$ cat src/rtl/amd_consts.svh
// Address map constants for the microcontroller and DMA address decoder.
// Assumes inclusion by the package and the decoder module only.
`ifndef AMD_CONSTS_SVH
`define AMD_CONSTS_SVH
// Code and data window bases (upper address nibble groups)
`define AMD_WIN_FIXED      2'h0
`define AMD_WIN_BANK1_LO   2'h1
`define AMD_WIN_BANK2      2'h2
`define AMD_WIN_BANK1_HI   2'h3
// Bank register reset values (16 KB page numbers)
`define AMD_BANK1_RST      6'h01
`define AMD_BANK2_RST      6'h00
// Data space regions
`define AMD_REG_BASE       16'h7F00
`define AMD_RUN_LO         8'h00
`define AMD_RUN_HI         8'h0F
`define AMD_CFG_LO         8'h10
`define AMD_CFG_HI         8'h1F
`define AMD_PWR_LO         8'h20
`define AMD_PWR_HI         8'h2F
`define AMD_BUF_LO         8'h50
`define AMD_BUF_HI         8'h6F
`define AMD_ISA_LO         8'h70
`define AMD_ISA_HI         8'h7F
`define AMD_SER_LO         8'h80
`define AMD_SER_HI         8'h9F
`define AMD_BUF_DATA_ADDR  16'h6000
`define AMD_ISA_MEM_NIB    4'h5
`define AMD_ISA_IO_PAGE    8'h40
`define AMD_LOW_DATA_HI    8'h00
// Bank register offsets inside the power group
`define AMD_BANK2_ADDR     16'h7F28
`define AMD_BANK1_ADDR     16'h7F29
// Packet buffer geometry
`define AMD_PAGES          6'h20
`define AMD_MAX_PAGES      4'hA
`define AMD_PAGE_BITS      7
`endif

$ cat src/rtl/amd_pkg.sv
// Types shared by the address decoder.
// Assumes amd_consts.svh is on the include path.
package amd_pkg;
  `include "amd_consts.svh"
  // Data space target selected for one access
  typedef enum logic [3:0] {
    AMD_T_NONE  = 4'b0000,
    AMD_T_FLASH = 4'b0001,
    AMD_T_RUN   = 4'b0010,
    AMD_T_CFG   = 4'b0011,
    AMD_T_PWR   = 4'b0100,
    AMD_T_BUF   = 4'b0101,
    AMD_T_ISAR  = 4'b0110,
    AMD_T_SER   = 4'b0111,
    AMD_T_BDATA = 4'b1000,
    AMD_T_ISAM  = 4'b1001,
    AMD_T_ISAIO = 4'b1010,
    AMD_T_LOW   = 4'b1011
  } amd_target_e;
  // Core bus request
  typedef struct packed {
    logic        rd;
    logic        wr;
    logic        code;
    logic [15:0] addr;
  } amd_req_s;
  // Debugger observation signals
  typedef struct packed {
    logic t0;
    logic t1;
    logic wake;
    logic core_interrupt_zero;
    logic core_interrupt_one;
  } amd_dbg_s;
endpackage

$ cat src/rtl/amd_decoder.sv
// Address decoder for microcontroller code/data and DMA engine accesses.
// Assumes one 200 MHz clock, synchronous high reset, pins pre-buffered.
//
// Overview of operation
// - Code 0x0000-0x3FFF maps fixed to flash
// - Windows 0x4000 and 0xC000 use first bank
// - Window 0x8000 uses second bank
// - Each bank picks one of 64 pages
// - Data windows form full 20-bit flash addresses
// - 0x7F00-0x7F9F selects internal register groups
// - 0x6000 reaches buffer data port
// - 0x5000-0x5FFF forwards ISA memory cycles
// - 0x4000-0x40FF forwards ISA I/O cycles
// - Register access keeps flash strobes inactive
// - DMA upper half: 32 one-KB packet windows
// - DMA lower half: 32 KB ISA RAM
// - Packet pages appear contiguous to DMA
// - Both test pins low enter debugger mode
// - Debugger mode repurposes flash pins
// - Reset input raises internal power-on reset
// - Buffer is 32 pages, 10 listed per packet, DMA reaches the first 8
`timescale 1ns/1ps
// Offsets, reset pages and buffer geometry; the guard makes a second include harmless
`include "amd_consts.svh"
module amd_decoder
  import amd_pkg::*;
(
  input  wire logic        core_clk_i,       // System clock
  input  wire logic        srst_i,           // Chip reset input
  input  wire amd_req_s    req_i,            // Core access
  input  wire logic [7:0]  wdata_i,          // Core write data
  input  wire logic [7:0]  isa_mem_base_i,   // ISA memory window base
  input  wire logic [7:0]  isa_io_base_i,    // ISA I/O window base
  input  wire logic [15:0] dma_addr_i,       // DMA engine address
  input  wire logic        dma_req_i,        // DMA access strobe
  input  wire logic [4:0]  pkt_pages_i [10], // Page list of packet
  input  wire logic        manufacturing_test_strap_n_i,
  input  wire logic        chain_test_output_i, // Pin level seen as input
  input  wire amd_dbg_s    dbg_sig_i,        // Internal timer/irq levels
  input  wire logic [19:0] flash_address_bus_i, // Pins seen as inputs
  input  wire logic        flash_read_strobe_n_i,
  input  wire logic        flash_write_strobe_n_i,
  output logic             por_o,            // Internal power-on reset
  output amd_target_e      target_o,         // Selected data target
  output logic [19:0]      flash_address_bus_o,
  output logic             flash_address_oe_n_o, // Low while driven
  output logic             flash_chip_select_n_o,
  output logic             flash_read_strobe_n_o,
  output logic             flash_write_strobe_n_o,
  output logic             chain_test_output_oe_n_o,
  output logic [19:0]      isa_addr_o,       // ISA address
  output logic             isa_mem_cyc_o,    // ISA memory cycle
  output logic             isa_io_cyc_o,     // ISA I/O cycle
  output logic [11:0]      buf_addr_o,       // Packet buffer byte address
  output logic             buf_dma_o,        // DMA reaches buffer
  output logic             dma_isa_ram_o,    // DMA reaches ISA RAM
  output logic             dbg_mode_o,       // Debugger mode active
  output logic [15:0]      dbg_addr_o,       // Debugger address input
  output logic             dbg_rd_o,
  output logic             dbg_wr_o
);

  ////////////////////////////////////////////////////////////////////
  // Helpers

  // Flash page for a 16 KB window
  function automatic logic [5:0] win_page(input logic [1:0] w,
                                          input logic [5:0] b1,
                                          input logic [5:0] b2);
    unique case (w)
      `AMD_WIN_FIXED: win_page = 6'h00;
      `AMD_WIN_BANK2: win_page = b2;
      default:        win_page = b1;
    endcase
  endfunction

  ////////////////////////////////////////////////////////////////////
  // Pin synchronisers for the test straps
  logic [2:0] manufacturing_test_strap_n_sync;   // Three stages, last two compared
  logic [2:0] tout_sync;
  logic       dbg_reg;

  // Capture straps through three flops
  always_ff @(posedge core_clk_i)
  begin
    if (srst_i)
    begin
      manufacturing_test_strap_n_sync <= 3'h7;
      tout_sync  <= 3'h7;
    end
    else
    begin
      manufacturing_test_strap_n_sync <= {manufacturing_test_strap_n_sync[1:0], manufacturing_test_strap_n_i};
      tout_sync  <= {tout_sync[1:0], chain_test_output_i};
    end
  end

  // Debugger mode once both pins are steadily low
  always_ff @(posedge core_clk_i)
  begin
    if (srst_i)
      dbg_reg <= 1'b0;
    else if (manufacturing_test_strap_n_sync[2] == manufacturing_test_strap_n_sync[1] && tout_sync[2] == tout_sync[1])
      dbg_reg <= ~manufacturing_test_strap_n_sync[2] & ~tout_sync[2];
  end
  assign dbg_mode_o = dbg_reg;
  // Test output pin becomes an input in debugger mode
  assign chain_test_output_oe_n_o = dbg_reg;

  ////////////////////////////////////////////////////////////////////
  // Power-on reset: held one cycle past reset input
  logic por_reg;
  always_ff @(posedge core_clk_i)
  begin
    por_reg <= srst_i;
  end
  assign por_o = srst_i | por_reg;

  ////////////////////////////////////////////////////////////////////
  // Flash bank select registers, written through the power group
  logic [5:0] bank1_reg;
  logic [5:0] bank2_reg;
  always_ff @(posedge core_clk_i)
  begin
    if (srst_i)
    begin
      bank1_reg <= `AMD_BANK1_RST;
      bank2_reg <= `AMD_BANK2_RST;
    end
    else if (req_i.wr && !req_i.code)
    begin
      // Only exact register hits update a bank
      if (req_i.addr == `AMD_BANK1_ADDR)
        bank1_reg <= wdata_i[5:0];
      if (req_i.addr == `AMD_BANK2_ADDR)
        bank2_reg <= wdata_i[5:0];
    end
  end

  ////////////////////////////////////////////////////////////////////
  // Data space target decode
  amd_target_e tgt;
  always_comb
  begin
    tgt = AMD_T_NONE;
    if (req_i.code || req_i.addr[15])
      tgt = AMD_T_FLASH;
    else if (req_i.addr[15:8] == `AMD_REG_BASE >> 8)
    begin
      // Register groups inside 0x7Fxx
      if (req_i.addr[7:0] <= `AMD_RUN_HI)
        tgt = AMD_T_RUN;
      else if (req_i.addr[7:0] <= `AMD_CFG_HI)
        tgt = AMD_T_CFG;
      else if (req_i.addr[7:0] <= `AMD_PWR_HI)
        tgt = AMD_T_PWR;
      else if (req_i.addr[7:0] >= `AMD_BUF_LO && req_i.addr[7:0] <= `AMD_BUF_HI)
        tgt = AMD_T_BUF;
      else if (req_i.addr[7:0] >= `AMD_ISA_LO && req_i.addr[7:0] <= `AMD_ISA_HI)
        tgt = AMD_T_ISAR;
      else if (req_i.addr[7:0] >= `AMD_SER_LO && req_i.addr[7:0] <= `AMD_SER_HI)
        tgt = AMD_T_SER;
    end
    else if (req_i.addr == `AMD_BUF_DATA_ADDR)
      tgt = AMD_T_BDATA;
    else if (req_i.addr[15:12] == `AMD_ISA_MEM_NIB)
      tgt = AMD_T_ISAM;
    else if (req_i.addr[15:8] == `AMD_ISA_IO_PAGE)
      tgt = AMD_T_ISAIO;
    else if (req_i.addr[15:8] == `AMD_LOW_DATA_HI)
      tgt = AMD_T_LOW;
    // Anything else, including 0x1000-0x3FFF, reaches nothing
  end

  ////////////////////////////////////////////////////////////////////
  // Registered outputs for the core side
  logic active;
  assign active = req_i.rd | req_i.wr;
  always_ff @(posedge core_clk_i)
  begin
    if (srst_i)
    begin
      target_o               <= AMD_T_NONE;
      flash_address_bus_o    <= 20'h0_0000;
      flash_chip_select_n_o  <= 1'b1;
      flash_read_strobe_n_o  <= 1'b1;
      flash_write_strobe_n_o <= 1'b1;
      isa_addr_o             <= 20'h0_0000;
      isa_mem_cyc_o          <= 1'b0;
      isa_io_cyc_o           <= 1'b0;
    end
    else
    begin
      target_o <= active ? tgt : AMD_T_NONE;
      // Address always shown; page from window bank
      flash_address_bus_o <= {win_page(req_i.addr[15:14], bank1_reg, bank2_reg),
                              req_i.addr[13:0]};
      if (dbg_reg)
      begin
        // Observation signals on chip select pin and top address bits; the address pins stay inputs
        flash_chip_select_n_o         <= dbg_sig_i.t1;
        flash_address_bus_o[19:16]    <= {dbg_sig_i.t0, dbg_sig_i.wake,
                                          dbg_sig_i.core_interrupt_one, dbg_sig_i.core_interrupt_zero};
        flash_read_strobe_n_o         <= 1'b1;
        flash_write_strobe_n_o        <= 1'b1;
      end
      else
      begin
        // Strobes only for real flash targets
        flash_chip_select_n_o  <= ~(active && tgt == AMD_T_FLASH);
        flash_read_strobe_n_o  <= ~(req_i.rd && tgt == AMD_T_FLASH);
        flash_write_strobe_n_o <= ~(req_i.wr && tgt == AMD_T_FLASH);
      end
      isa_mem_cyc_o <= active && tgt == AMD_T_ISAM;
      isa_io_cyc_o  <= active && tgt == AMD_T_ISAIO;
      if (tgt == AMD_T_ISAM)
        isa_addr_o <= {isa_mem_base_i, req_i.addr[11:0]};
      else
        isa_addr_o <= {4'h0, isa_io_base_i, req_i.addr[7:0]};
    end
  end
  // All address pins, the top four included, are inputs in debugger mode
  assign flash_address_oe_n_o = dbg_reg;
  assign dbg_addr_o = flash_address_bus_i[15:0];
  assign dbg_rd_o   = dbg_reg & ~flash_read_strobe_n_i;
  assign dbg_wr_o   = dbg_reg & ~flash_write_strobe_n_i;

  ////////////////////////////////////////////////////////////////////
  // DMA map: upper half to packet windows, lower half to ISA RAM
  logic [3:0] page_idx;  // Page within packet (0 to 7, from dma_addr_i[9:7])
  assign page_idx = 4'(dma_addr_i[9:`AMD_PAGE_BITS]);
  always_ff @(posedge core_clk_i)
  begin
    if (srst_i)
    begin
      buf_addr_o    <= 12'h000;
      buf_dma_o     <= 1'b0;
      dma_isa_ram_o <= 1'b0;
    end
    else
    begin
      // Pages past the packet limit are not forwarded
      buf_dma_o     <= dma_req_i & dma_addr_i[15] &
                       (page_idx < `AMD_MAX_PAGES);
      dma_isa_ram_o <= dma_req_i & ~dma_addr_i[15];
      // Scattered pages look contiguous
      if (page_idx < `AMD_MAX_PAGES)
        buf_addr_o <= {pkt_pages_i[page_idx],
                       dma_addr_i[`AMD_PAGE_BITS-1:0]};
    end
  end
endmodule

$ cat config.mk
export PLATFORM = sky130hd
export DESIGN_NAME = amd_decoder
export DESIGN_NICKNAME = d
export VERILOG_FILES = /design/src/rtl/amd_pkg.sv /design/src/rtl/amd_decoder.sv
export VERILOG_INCLUDE_DIRS = /design/src /design/src/rtl
export SDC_FILE = /design/constraint.sdc
export NUM_CORES = 1
export LEC_CHECK = 0
export ABC_AREA = 1
export BUFFER_PORTS_ARGS = -buffer_cell sky130_fd_sc_hd__buf_2
export CORE_ASPECT_RATIO = 1.4
export CORE_MARGIN = 2
export CORE_UTILIZATION = 42
export DETAILED_ROUTE_END_ITERATION = 10
export PLACE_DENSITY = 0.81
export SYNTH_ARGS = -nofsm -noshare
export SYNTH_HDL_FRONTEND = slang
export SYNTH_SLANG_ARGS = --single-unit
$ cat constraint.sdc
create_clock -name core_clk_i -period 1.55 [get_ports core_clk_i]
set_input_delay 0.2325 -clock core_clk_i [delete_from_list [all_inputs] [get_ports core_clk_i]]
set_output_delay 0.2325 -clock core_clk_i [all_outputs]
set_load 0.05 [all_outputs]
==> results of run 1 <==
[layer usage]
layer	track usage, %	part of all wire (%)	wire (um)	vias up
met3	4.68	7.3	616	39
met2	38.2	53	4530	141
met4	15.1	4.6	387	0
li1	-	-	-	1698
met1	17.0	35	2940	1465
met5	0	0	0	-
[layout by cell type (no fill, tap or decap), types with 2 or more instances in the layout]
cell / instances
nor2_1: 101
or2_2: 7
clkbuf_8: 10
nor2_4: 3
nor3_1: 3
o32ai_1: 10
o21ai_1: 4
buf_2: 170
a21oi_1: 17
clkbuf_1: 2
o21ai_0: 30
inv_2: 2
dfxtp_1: 74
bufinv_16: 2
nand3_1: 11
nand3_4: 2
nor2_2: 12
nand2_1: 47
inv_1: 59
nand2_2: 5
buf_4: 22
nand4_1: 10
[layout make-up]
| cell class | count | area, sq um | share of cell area, % |
|---|---|---|---|
| Clock inverter | 4 | 73.8 | 1.66 |
| Inverter | 62 | 236 | 5.33 |
| Timing Repair Buffer | 192 | 1020 | 22.9 |
| Sequential cell | 75 | 1510 | 33.9 |
| Tap cell | 100 | 125 | 2.82 |
| Clock buffer | 12 | 145 | 3.27 |
| Multi-Input combinational cell | 269 | 1330 | 30.1 |
[logic make-up (layout without fill, tap and decap cells)]
logic type,count (synthesis),after routing
and+or+nand+nor,205,205
buffers and inverters,107,270
DFF,75,75
AOI/OAI and AO/OA,63,63
xor gates and xnor gates,1,1
[what timing repair did]
action                     4_1_cts  5_1_grt
setup endpoints to repair        2        2
pin swaps                        0        0
setup buffers                    0        2
hold endpoints to repair         0        0
gates resized for setup          2        2
[per-stage QoR]
| step | worst slack [ns] | util [%] | instance area [sq um] | cells | hold slack (ns) |
|---|---|---|---|---|---|
| after global placement | 0.0519 | 54.1 | 4190 | 696 | 0.398 |
| after detailed placement | 0.0323 | 54.1 | 4190 | 696 | 0.414 |
| after floorplan | 0.0969 | - | 3360 | 451 | 0.260 |
| after global routing | 0.0114 | 57.2 | 4440 | 714 | 0.0366 |
| final | 0.0781 | 57.2 | 4440 | 714 | 0.0455 |
| after CTS | 0.0100 | 57.0 | 4410 | 712 | 0.0327 |
[worst max-delay path by stage]
stage          depth (start not counted)        endpoint  slack, ns
2_1_floorplan                          3        dbg_rd_o        0.1
3_3_place_gp                          10  isa_addr_o[14]       0.05
3_5_place_dp                          12   isa_addr_o[9]       0.03
4_1_cts                                3        dbg_wr_o       0.01
5_1_grt                                3        dbg_rd_o       0.01
6_report                               3        dbg_wr_o       0.08
[power groups by stage]
stage	sequential [W]	combinational (W)	clock [W]
2_1_floorplan	0.00228	0.000403	0
3_3_place_gp	0.00206	0.000779	0
3_5_place_dp	0.00206	0.000794	0
4_1_cts	0.00202	0.000797	0.00169
5_1_grt	0.00202	0.000859	0.00177
6_report	0.00201	0.000792	0.00165
[worst register-to-register path: stages, from the launching register on]
cell and delay [ns]:
dfxtp_4 0.42, clkinvlp_4 0.17, buf_4 0.17, o21ai_0 0.22, a21oi_1 0.06
==> flow_summary.toml, run 1 <==
[outcome]
outcome = "finished clean"

[critical_path]
cp_num_buf_inv = 2
worstReg2RegEnd = "flash_address_bus_o[18]"
max_stage_delay_ns = 0.42
crit_family = "flip-flops"
reg2reg_from = "chain_test_output_oe_n_o"
crit_required_ns = 1.32
start_kind = "flop"
crit_path_end_kind = "output port"
cp.arrival_ns = 1.24
crit_fanout = 11
setup.worst_path.class = "flop to output port"
cp_slowest_cell = "dfxtp_4"
reg2reg_slack_ns = 0.40
crit_start = "chain_test_output_oe_n_o"
reg2regPathDepth = 4
path_cells = "clkinvlp_4 -> nor2_4 -> buf_4"

[min_path]
min_to = "dma_isa_ram_o"
hp-start = "dma_addr_i[15]"
min_delay_path_depth = 2
hp-class = "input port to flop"

[logic_synthesis]
synth-xor-area-share_pct = 0.262
synth-simple-area-share_pct = 28.2
netlist_area_sq_um = 3350
ys_async_sr_fraction_pct = 0
synthTopCellsByArea = "dfxtp_1 45%, nor2_1 12%, inv_1 6.7%"
avgSynthCellArea_sq_um = 7.42
ys_ff_latch = 75
synth_compound_area_share_pct = 10.9
synth_cells = 451
synth_fp_nets = 592
yosysUniqueCellTypes = 28
synth_ff_type = "dfxtp_1"
synth_edf_count = 0
synth_top_family_by_area = "simple AND/OR/NAND/NOR gates"
yosys-top-cells-count = "103 x nor2_1, 75 x dfxtp_1, 60 x inv_1, 47 x nand2_1, 30 x o21ai_0"
yosys.area.top_type = "dfxtp_1"
seq_area_frac_synth_pct = 44.8
yosysTopAreaCellShare_pct = 44.8
synth_mux_area_share_pct = 0
yosys.area_share.adder_pct = 0
synth_warnings = 0
synth_most_common_cell = "nor2_1"

[timing]
worst_pin_slew_ns = 0.451
setup_tns_ns = 0
relSlewSlack_pct = 69.7
clock.fmax_mhz = 679
skew_ns = 0.00579
setup_violations = 0
finalCriticalPeriod_ns = 1.47
fin_crit_sh_pct = 95.0
hold_viol = 0
rsz0062_at_grt = "false"
slew_viol_final = 0

[clock_network]
cts-root-buf = "clkbuf_8"
cts_buffers = 9
cts_buffer_depth = 2
clk_pin_slew_ns = 0.07
hold_buffers = 0
cts_tree = "yes"
cts_sinks = 75
cts_max_level = 3
clock_latency_ns = 0.36

[layout]
area_delta_synth_final_pct = 32.5
fillers = 693
largest_reg_flops = 20
largest_register = "flash_address_bus_o"
antenna_cells = 0
largest_registers = "flash_address_bus_o (20), buf_addr_o (12), isa_addr_o (12)"
nets = 750
drive_gt1_share_pct = 39.6

[die]
initial_utilization_pct = 43.2
die_area_sq_um = 8710
fp.dieH_um = 110
io_pins = 226
core_sq_um = 7750
rows = 38
die_w_um = 79.5

[pwr]
p_sw_w = 0.00126
power_w = 0.00446
powerDensity_nw_per_um2 = 1000
internal-power_w = 0.00320
switching_share_pct = 28.2
leakagePower_nw = 2.32
power_frac_comb_pct = 17.8
p_clk_share_pct = 37.0
seqPwrFrac_pct = 45.2
irDropWorstVdd_uv = 427

[placement]
portBuffers = 172
hpwl_mm = 6.83
gp_congestion = 0.838

[global_route]
grt_use_total_pct = 19.8
grt_first_pass_wirelength_mm = 13.1
antenna_found_initial = 0
grt_max_degree = 23
grt_pass1_vias = 3148
overflow = 0

[detailed_routing]
via_per_inst = 4.68
drt-total-wl_mm = 8.48
num_vias = 3343
wl_per_cell_um = 11.9
drtIter0Drc = 86
drtAntennaViolNets = 0
drc_errors = 0
firstDrtPassIters = 4

[flow_run]
cap_violations = 0
Note: power is estimated with default switching activity, not from simulation.
==> run 2, diff against run 1 <==
--- a/config.mk
+++ b/config.mk
@@ -6,13 +6,13 @@
 export SDC_FILE = /design/constraint.sdc
 export NUM_CORES = 1
 export LEC_CHECK = 0
-export ABC_AREA = 1
 export BUFFER_PORTS_ARGS = -buffer_cell sky130_fd_sc_hd__buf_2
 export CORE_ASPECT_RATIO = 1.4
 export CORE_MARGIN = 2
-export CORE_UTILIZATION = 42
+export CORE_UTILIZATION = 41
 export DETAILED_ROUTE_END_ITERATION = 10
-export PLACE_DENSITY = 0.81
+export PLACE_DENSITY = 0.8
+export SKIP_CTS_REPAIR_TIMING = 1
 export SYNTH_ARGS = -nofsm -noshare
 export SYNTH_HDL_FRONTEND = slang
 export SYNTH_SLANG_ARGS = --single-unit
==> run 2 against run 1 <==
  * Synthesized cell count shrank 28%
  * Flip-flop and latch count is the same
  * Routed wire length grew 5.6%
  * Cell count shrank 17%
  * Maximum frequency shrank 1.0%
  * Sequential power is essentially flat
  * Utilization shrank 0.39 points
  * Sequential share of layout area grew 0.45 points
  * Largest cell class unchanged
  * Highest routed layer unchanged
==> flow_summary.toml, run 2 <==
[outcome]
outcome = "finished clean"

[placement]
placedCellCount = 573
gp_congestion = 0.908
pre_cts_ws_ns = -0.353
portBuffers = 172
hpwl_mm = 6.86

[global_route]
overflow = 0
antenna_found_initial = 2
grt_max_degree = 42
grt_use_total_pct = 20.9
grt_first_pass_wirelength_mm = 13.5
grt_pass1_vias = 2884

[critical_path]
start_kind = "input port"
reg2reg_from = "chain_test_output_oe_n_o"
setup.worst_path.class = "input port to flop"
reg2reg_slack_ns = 0.56
crit_fanout = 9
crit_start = "req_i[11]"
reg2regPathDepth = 3
crit_path_end_kind = "flop"
crit_required_ns = 1.81
worstReg2RegEnd = "flash_read_strobe_n_o"
cp-endpoint = "isa_addr_o[19]"
cp.arrival_ns = 1.75

[logic_synthesis]
synth_warnings = 0
synth_most_common_cell = "dfxtp_1"
yosys.area.top_type = "dfxtp_1"
synth_fp_nets = 465
synthTopCellsByArea = "dfxtp_1 47%, mux4_2 7.0%, buf_4 6.1%"
synth_edf_count = 0
avgSynthCellArea_sq_um = 9.94
ys_async_sr_fraction_pct = 0
synth_cells = 324
yosysUniqueCellTypes = 47
ys_ff_latch = 75
yosys-top-cells-count = "75 x dfxtp_1, 28 x nor2b_1, 26 x buf_4, 23 x a21oi_1, 20 x nor2_1"
netlist_area_sq_um = 3220
seq_area_frac_synth_pct = 46.6
synth_ff_type = "dfxtp_1"
yosysTopAreaCellShare_pct = 46.6

[timing]
rsz0062_at_grt = "false"
slew_viol_final = 0
clock.fmax_mhz = 672
finalCriticalPeriod_ns = 1.49
fin_crit_sh_pct = 96.0
skew_ns = 0.00859
hold_viol = 0
setup_violations = 0
relSlewSlack_pct = 65.9
finalWorstSetupSlack_ns = 0.0627
worst_pin_slew_ns = 0.509

[die]
core_sq_um = 7700
die_w_um = 78.9
die_area_sq_um = 8590
io_pins = 226
rows = 38
initial_utilization_pct = 41.8
fp.dieH_um = 109

[layout]
drive_gt1_share_pct = 49.3
area_delta_synth_final_pct = 36.0
largest_reg_flops = 20
final_cell_mix = "172 x buf_2, 74 x dfxtp_1, 26 x nor2b_1, 23 x a21oi_1, 23 x buf_4"
final_util_pct = 56.8
fillers = 725
largest_registers = "flash_address_bus_o (20), buf_addr_o (12), isa_addr_o (12)"
layout_commonest_cell = "buf_2"
largest_register = "flash_address_bus_o"
instances_no_fill = 593
nets = 627

[min_path]
hp-class = "input port to flop"
hp-start = "dma_addr_i[15]"

[detailed_routing]
via_per_inst = 4.92
num_vias = 2918
firstDrtPassIters = 4
drtAntennaViolNets = 0
drt-total-wl_mm = 8.95
drc_errors = 0
drtIter0Drc = 142
wl_per_cell_um = 15.1

[flow_run]
cap_violations = 0

[clock_network]
clk_pin_slew_ns = 0.07
cts_sinks = 75
cts-root-buf = "clkbuf_8"
cts_buffer_depth = 2
clock_latency_ns = 0.35
cts_tree = "yes"
cts_buffers = 9
cts_max_level = 3

[pwr]
irDropWorstVdd_uv = 587
powerDensity_nw_per_um2 = 1020
leakagePower_nw = 2.07
## run 2: cell types whose count changed in the layout (fill, tap and decap cells not counted), sizes merged, moves of 10 or more
cell	delta
nand2b	+11
mux4	+10
nand2	-44
o32ai	-10
nor2b	+28
o21ai	-21
inv	-58
nor2	-96
## run 2: cells by family after synthesis
logic type	synth area share (%)
xor+xnor	0.272
mux	11.3
buf+inv	9.25
compound gates	8.28
simple gates	24.3
flops	46.6
## run 2: through the flow
stage	power (W)	area, sq um	setup TNS (ns)	hold slack (ns)
finish	0.00445	4380	0	0.0620
global placement	0.00287	4130	-3.09	0.391
floorplan	0.00271	3240	-0.143	0.260
detailed placement	0.00289	4130	-3.69	0.392
CTS	0.00449	4330	-0.186	0.0433
global route	0.00466	4370	0	0.0397
## run 2: worst max-delay path: stages
cell,delay (ns)
buf_2,0.13
or4_4,0.55
o211ai_4,0.23
nand4_4,0.18
buf_6,0.21
nor3b_1,0.21
## run 2: worst min-delay path by stage
stage	to	slack, ns	depth (start not counted)
finish	dma_isa_ram_o	0.06	2
global route	dma_isa_ram_o	0.04	2
CTS	dma_isa_ram_o	0.04	2
detailed placement	manufacturing_test_strap_n_sync[1]	0.39	1
global placement	tout_sync[1]	0.39	1
floorplan	por_reg	0.26	0
## run 2: area by class of cell
type / instances / area [sq um] / area share [%]
antenna: 2 / 5.00 / 0.114
clock buffer: 11 / 131 / 3.00
clock inverter: 5 / 77.6 / 1.77
inverter: 3 / 11.3 / 0.257
multi-input combinational: 200 / 1460 / 33.3
sequential: 75 / 1510 / 34.4
tap: 100 / 125 / 2.86
timing repair buffer: 197 / 1060 / 24.3
## run 2: metal layers
layer,track usage (%),share of wire [%],vias to the layer above
met3,6.21,7.7,22
li1,-,-,1423
met5,0,0,-
met2,37.0,52,148
met1,22.6,38,1325
met4,10.6,2.5,0
## run 2: where the power goes
part / total (W) / internal (W) / leakage, nW / switching (W)
registers: 0.00202 / 0.00200 / 0.618 / 0.0000225
logic: 0.000822 / 0.000303 / 1.35 / 0.000519
clock network: 0.00160 / 0.000902 / 0.103 / 0.000702
==> run 3, diff against run 2 <==
--- a/config.mk
+++ b/config.mk
@@ -8,7 +8,6 @@
 export LEC_CHECK = 0
 export BUFFER_PORTS_ARGS = -buffer_cell sky130_fd_sc_hd__buf_2
 export CORE_ASPECT_RATIO = 1.4
-export CORE_MARGIN = 2
 export CORE_UTILIZATION = 41
 export DETAILED_ROUTE_END_ITERATION = 10
 export PLACE_DENSITY = 0.8
==> run 3 against run 2 <==
  * Register-to-register slack improved by 0.05 ns
  * Cell count decreased by 0.84%
  * Non-clock buffer count unchanged
  * Sequential share of layout area increased by 0.14 points
==> flow_summary.toml, run 3 (synthesis results as in run 2) <==
[global_route]
busiest_layer = "met2"
met1_usage_pct = 22.9
grt_first_pass_wirelength_mm = 13.6
grt_pass1_vias = 2925
grt_use_total_pct = 21.6
antenna_found_initial = 0
overflow = 0
grt_use_met2_pct = 38.8
met3_usage_pct = 5.62
grt_max_degree = 76

[timing]
slew_viol_final = 0
clock.fmax_mhz = 683
worst_pin_slew_ns = 0.503
skew_ns = 0.00422
fin_crit_sh_pct = 94.5
setup_violations = 0
setup_tns_ns = 0
rsz0062_at_grt = "false"
relSlewSlack_pct = 66.3
hold_viol = 0
finalCriticalPeriod_ns = 1.46

[die]
fp.dieH_um = 107
initial_utilization_pct = 43.2
die_w_um = 76.9
io_pins = 226
rows = 37
core_sq_um = 7450
die_area_sq_um = 8220

[detailed_routing]
num_vias = 2942
drtIter0Drc = 179
drtAntennaViolNets = 0
wl_per_cell_um = 15.0
drc_errors = 0
via_per_inst = 5.00
drt-total-wl_mm = 8.84
firstDrtPassIters = 4

[critical_path]
max_stage_delay_ns = 0.47
reg2reg_slack_ns = 0.61
crit_required_ns = 1.32
setup.worst_path.class = "flop to output port"
crit_path_end_kind = "output port"
path_cells = "nor2b_4 -> buf_2"
cp.arrival_ns = 1.23
worstReg2RegEnd = "chain_test_output_oe_n_o"
start_kind = "flop"
reg2regPathDepth = 4
reg2reg_from = "tout_sync[1]"
crit_fanout = 18
cp_slowest_cell = "dfxtp_4"

[outcome]
outcome = "finished clean"

[pwr]
irDropWorstVdd_uv = 537
internal-power_w = 0.00298
p_sw_w = 0.00124
switching_share_pct = 29.4
powerDensity_nw_per_um2 = 966
power_w = 0.00421
power_frac_comb_pct = 19.9
p_clk_share_pct = 32.1
seqPwrFrac_pct = 48.0
leakagePower_nw = 2.06

[min_path]
min_delay_path_depth = 2
hp-start = "dma_addr_i[15]"
hp-class = "input port to flop"
min_to = "dma_isa_ram_o"

[layout]
fillers = 680
antenna_cells = 0
largest_reg_flops = 20
final_util_pct = 58.5
drive_gt1_share_pct = 49.7
area_delta_synth_final_pct = 35.4
layout_commonest_cell = "buf_2"
multi_input_area_sq_um = 1460
largest_register = "flash_address_bus_o"
nets = 627
final_cell_mix = "171 x buf_2, 74 x dfxtp_1, 26 x nor2b_1, 23 x a21oi_1, 22 x buf_4"
seqCellArea_sq_um = 1510
largest_registers = "flash_address_bus_o (20), buf_addr_o (12), isa_addr_o (12)"
instances_no_fill = 588

[placement]
placedCellCount = 572
hpwl_mm = 6.91
gp_congestion = 0.864
portBuffers = 172

[clock_network]
cts_tree = "yes"
cts_buffers = 9
cts_buffer_depth = 2
cts_max_level = 3
cts_sinks = 75
clock_latency_ns = 0.34
cts-root-buf = "clkbuf_8"
clk_pin_slew_ns = 0.08

[flow_run]
cap_violations = 0
## run 3: layer usage
metal	part of all wire, %	up-vias
met1	37	1345
met2	52	145
met3	7.5	31
li1	-	1421
met5	0	-
met4	3.3	0
## run 3: cell type report
type	instances	area share [%]
repair buffers	197	24.8
flip-flops and latches	75	34.5
well taps	97	2.78
multi-input cells	200	33.5
clock inverters	4	0.574
inverters	3	0.258
clock buffers	12	3.56
## run 3: how the worst max path moves through the flow
| stage | start | endpoint | cells past startpoint |
|---|---|---|---|
| 3_3_place_gp | req_i[11] | isa_addr_o[17] | 6 |
| 5_1_grt | chain_test_output_oe_n_o | dbg_rd_o | 2 |
| 2_1_floorplan | req_i[12] | isa_addr_o[11] | 6 |
| 4_1_cts | chain_test_output_oe_n_o | dbg_wr_o | 2 |
| 3_5_place_dp | req_i[11] | isa_addr_o[16] | 6 |
| 6_report | chain_test_output_oe_n_o | dbg_rd_o | 2 |
## run 3: worst max-delay path, delay by kind of cell (launching register included)
kind / cells / cell delay, ns
simple gates: 1 / 0.17
buf+inv: 1 / 0.25
flops: 1 / 0.47
## run 3: power groups by stage
| stage | Clock, W | Combinational (W) | Sequential (W) |
|---|---|---|---|
| 2_1_floorplan | 0 | 0.000391 | 0.00232 |
| 5_1_grt | 0.00148 | 0.000882 | 0.00203 |
| 6_report | 0.00135 | 0.000837 | 0.00202 |
| 3_5_place_dp | 0 | 0.000831 | 0.00207 |
| 4_1_cts | 0.00139 | 0.000835 | 0.00203 |
| 3_3_place_gp | 0 | 0.000819 | 0.00207 |
## run 3: metrics by stage
step	hold slack [ns]	setup WS (ns)	instance area (sq um)
floorplan	0.260	-0.143	3240
global placement	0.392	-0.273	4150
detailed placement	0.398	-0.344	4150
CTS	0.0321	-0.0751	4330
global route	0.0472	0.000161	4360
finish	0.0539	0.0853	4360
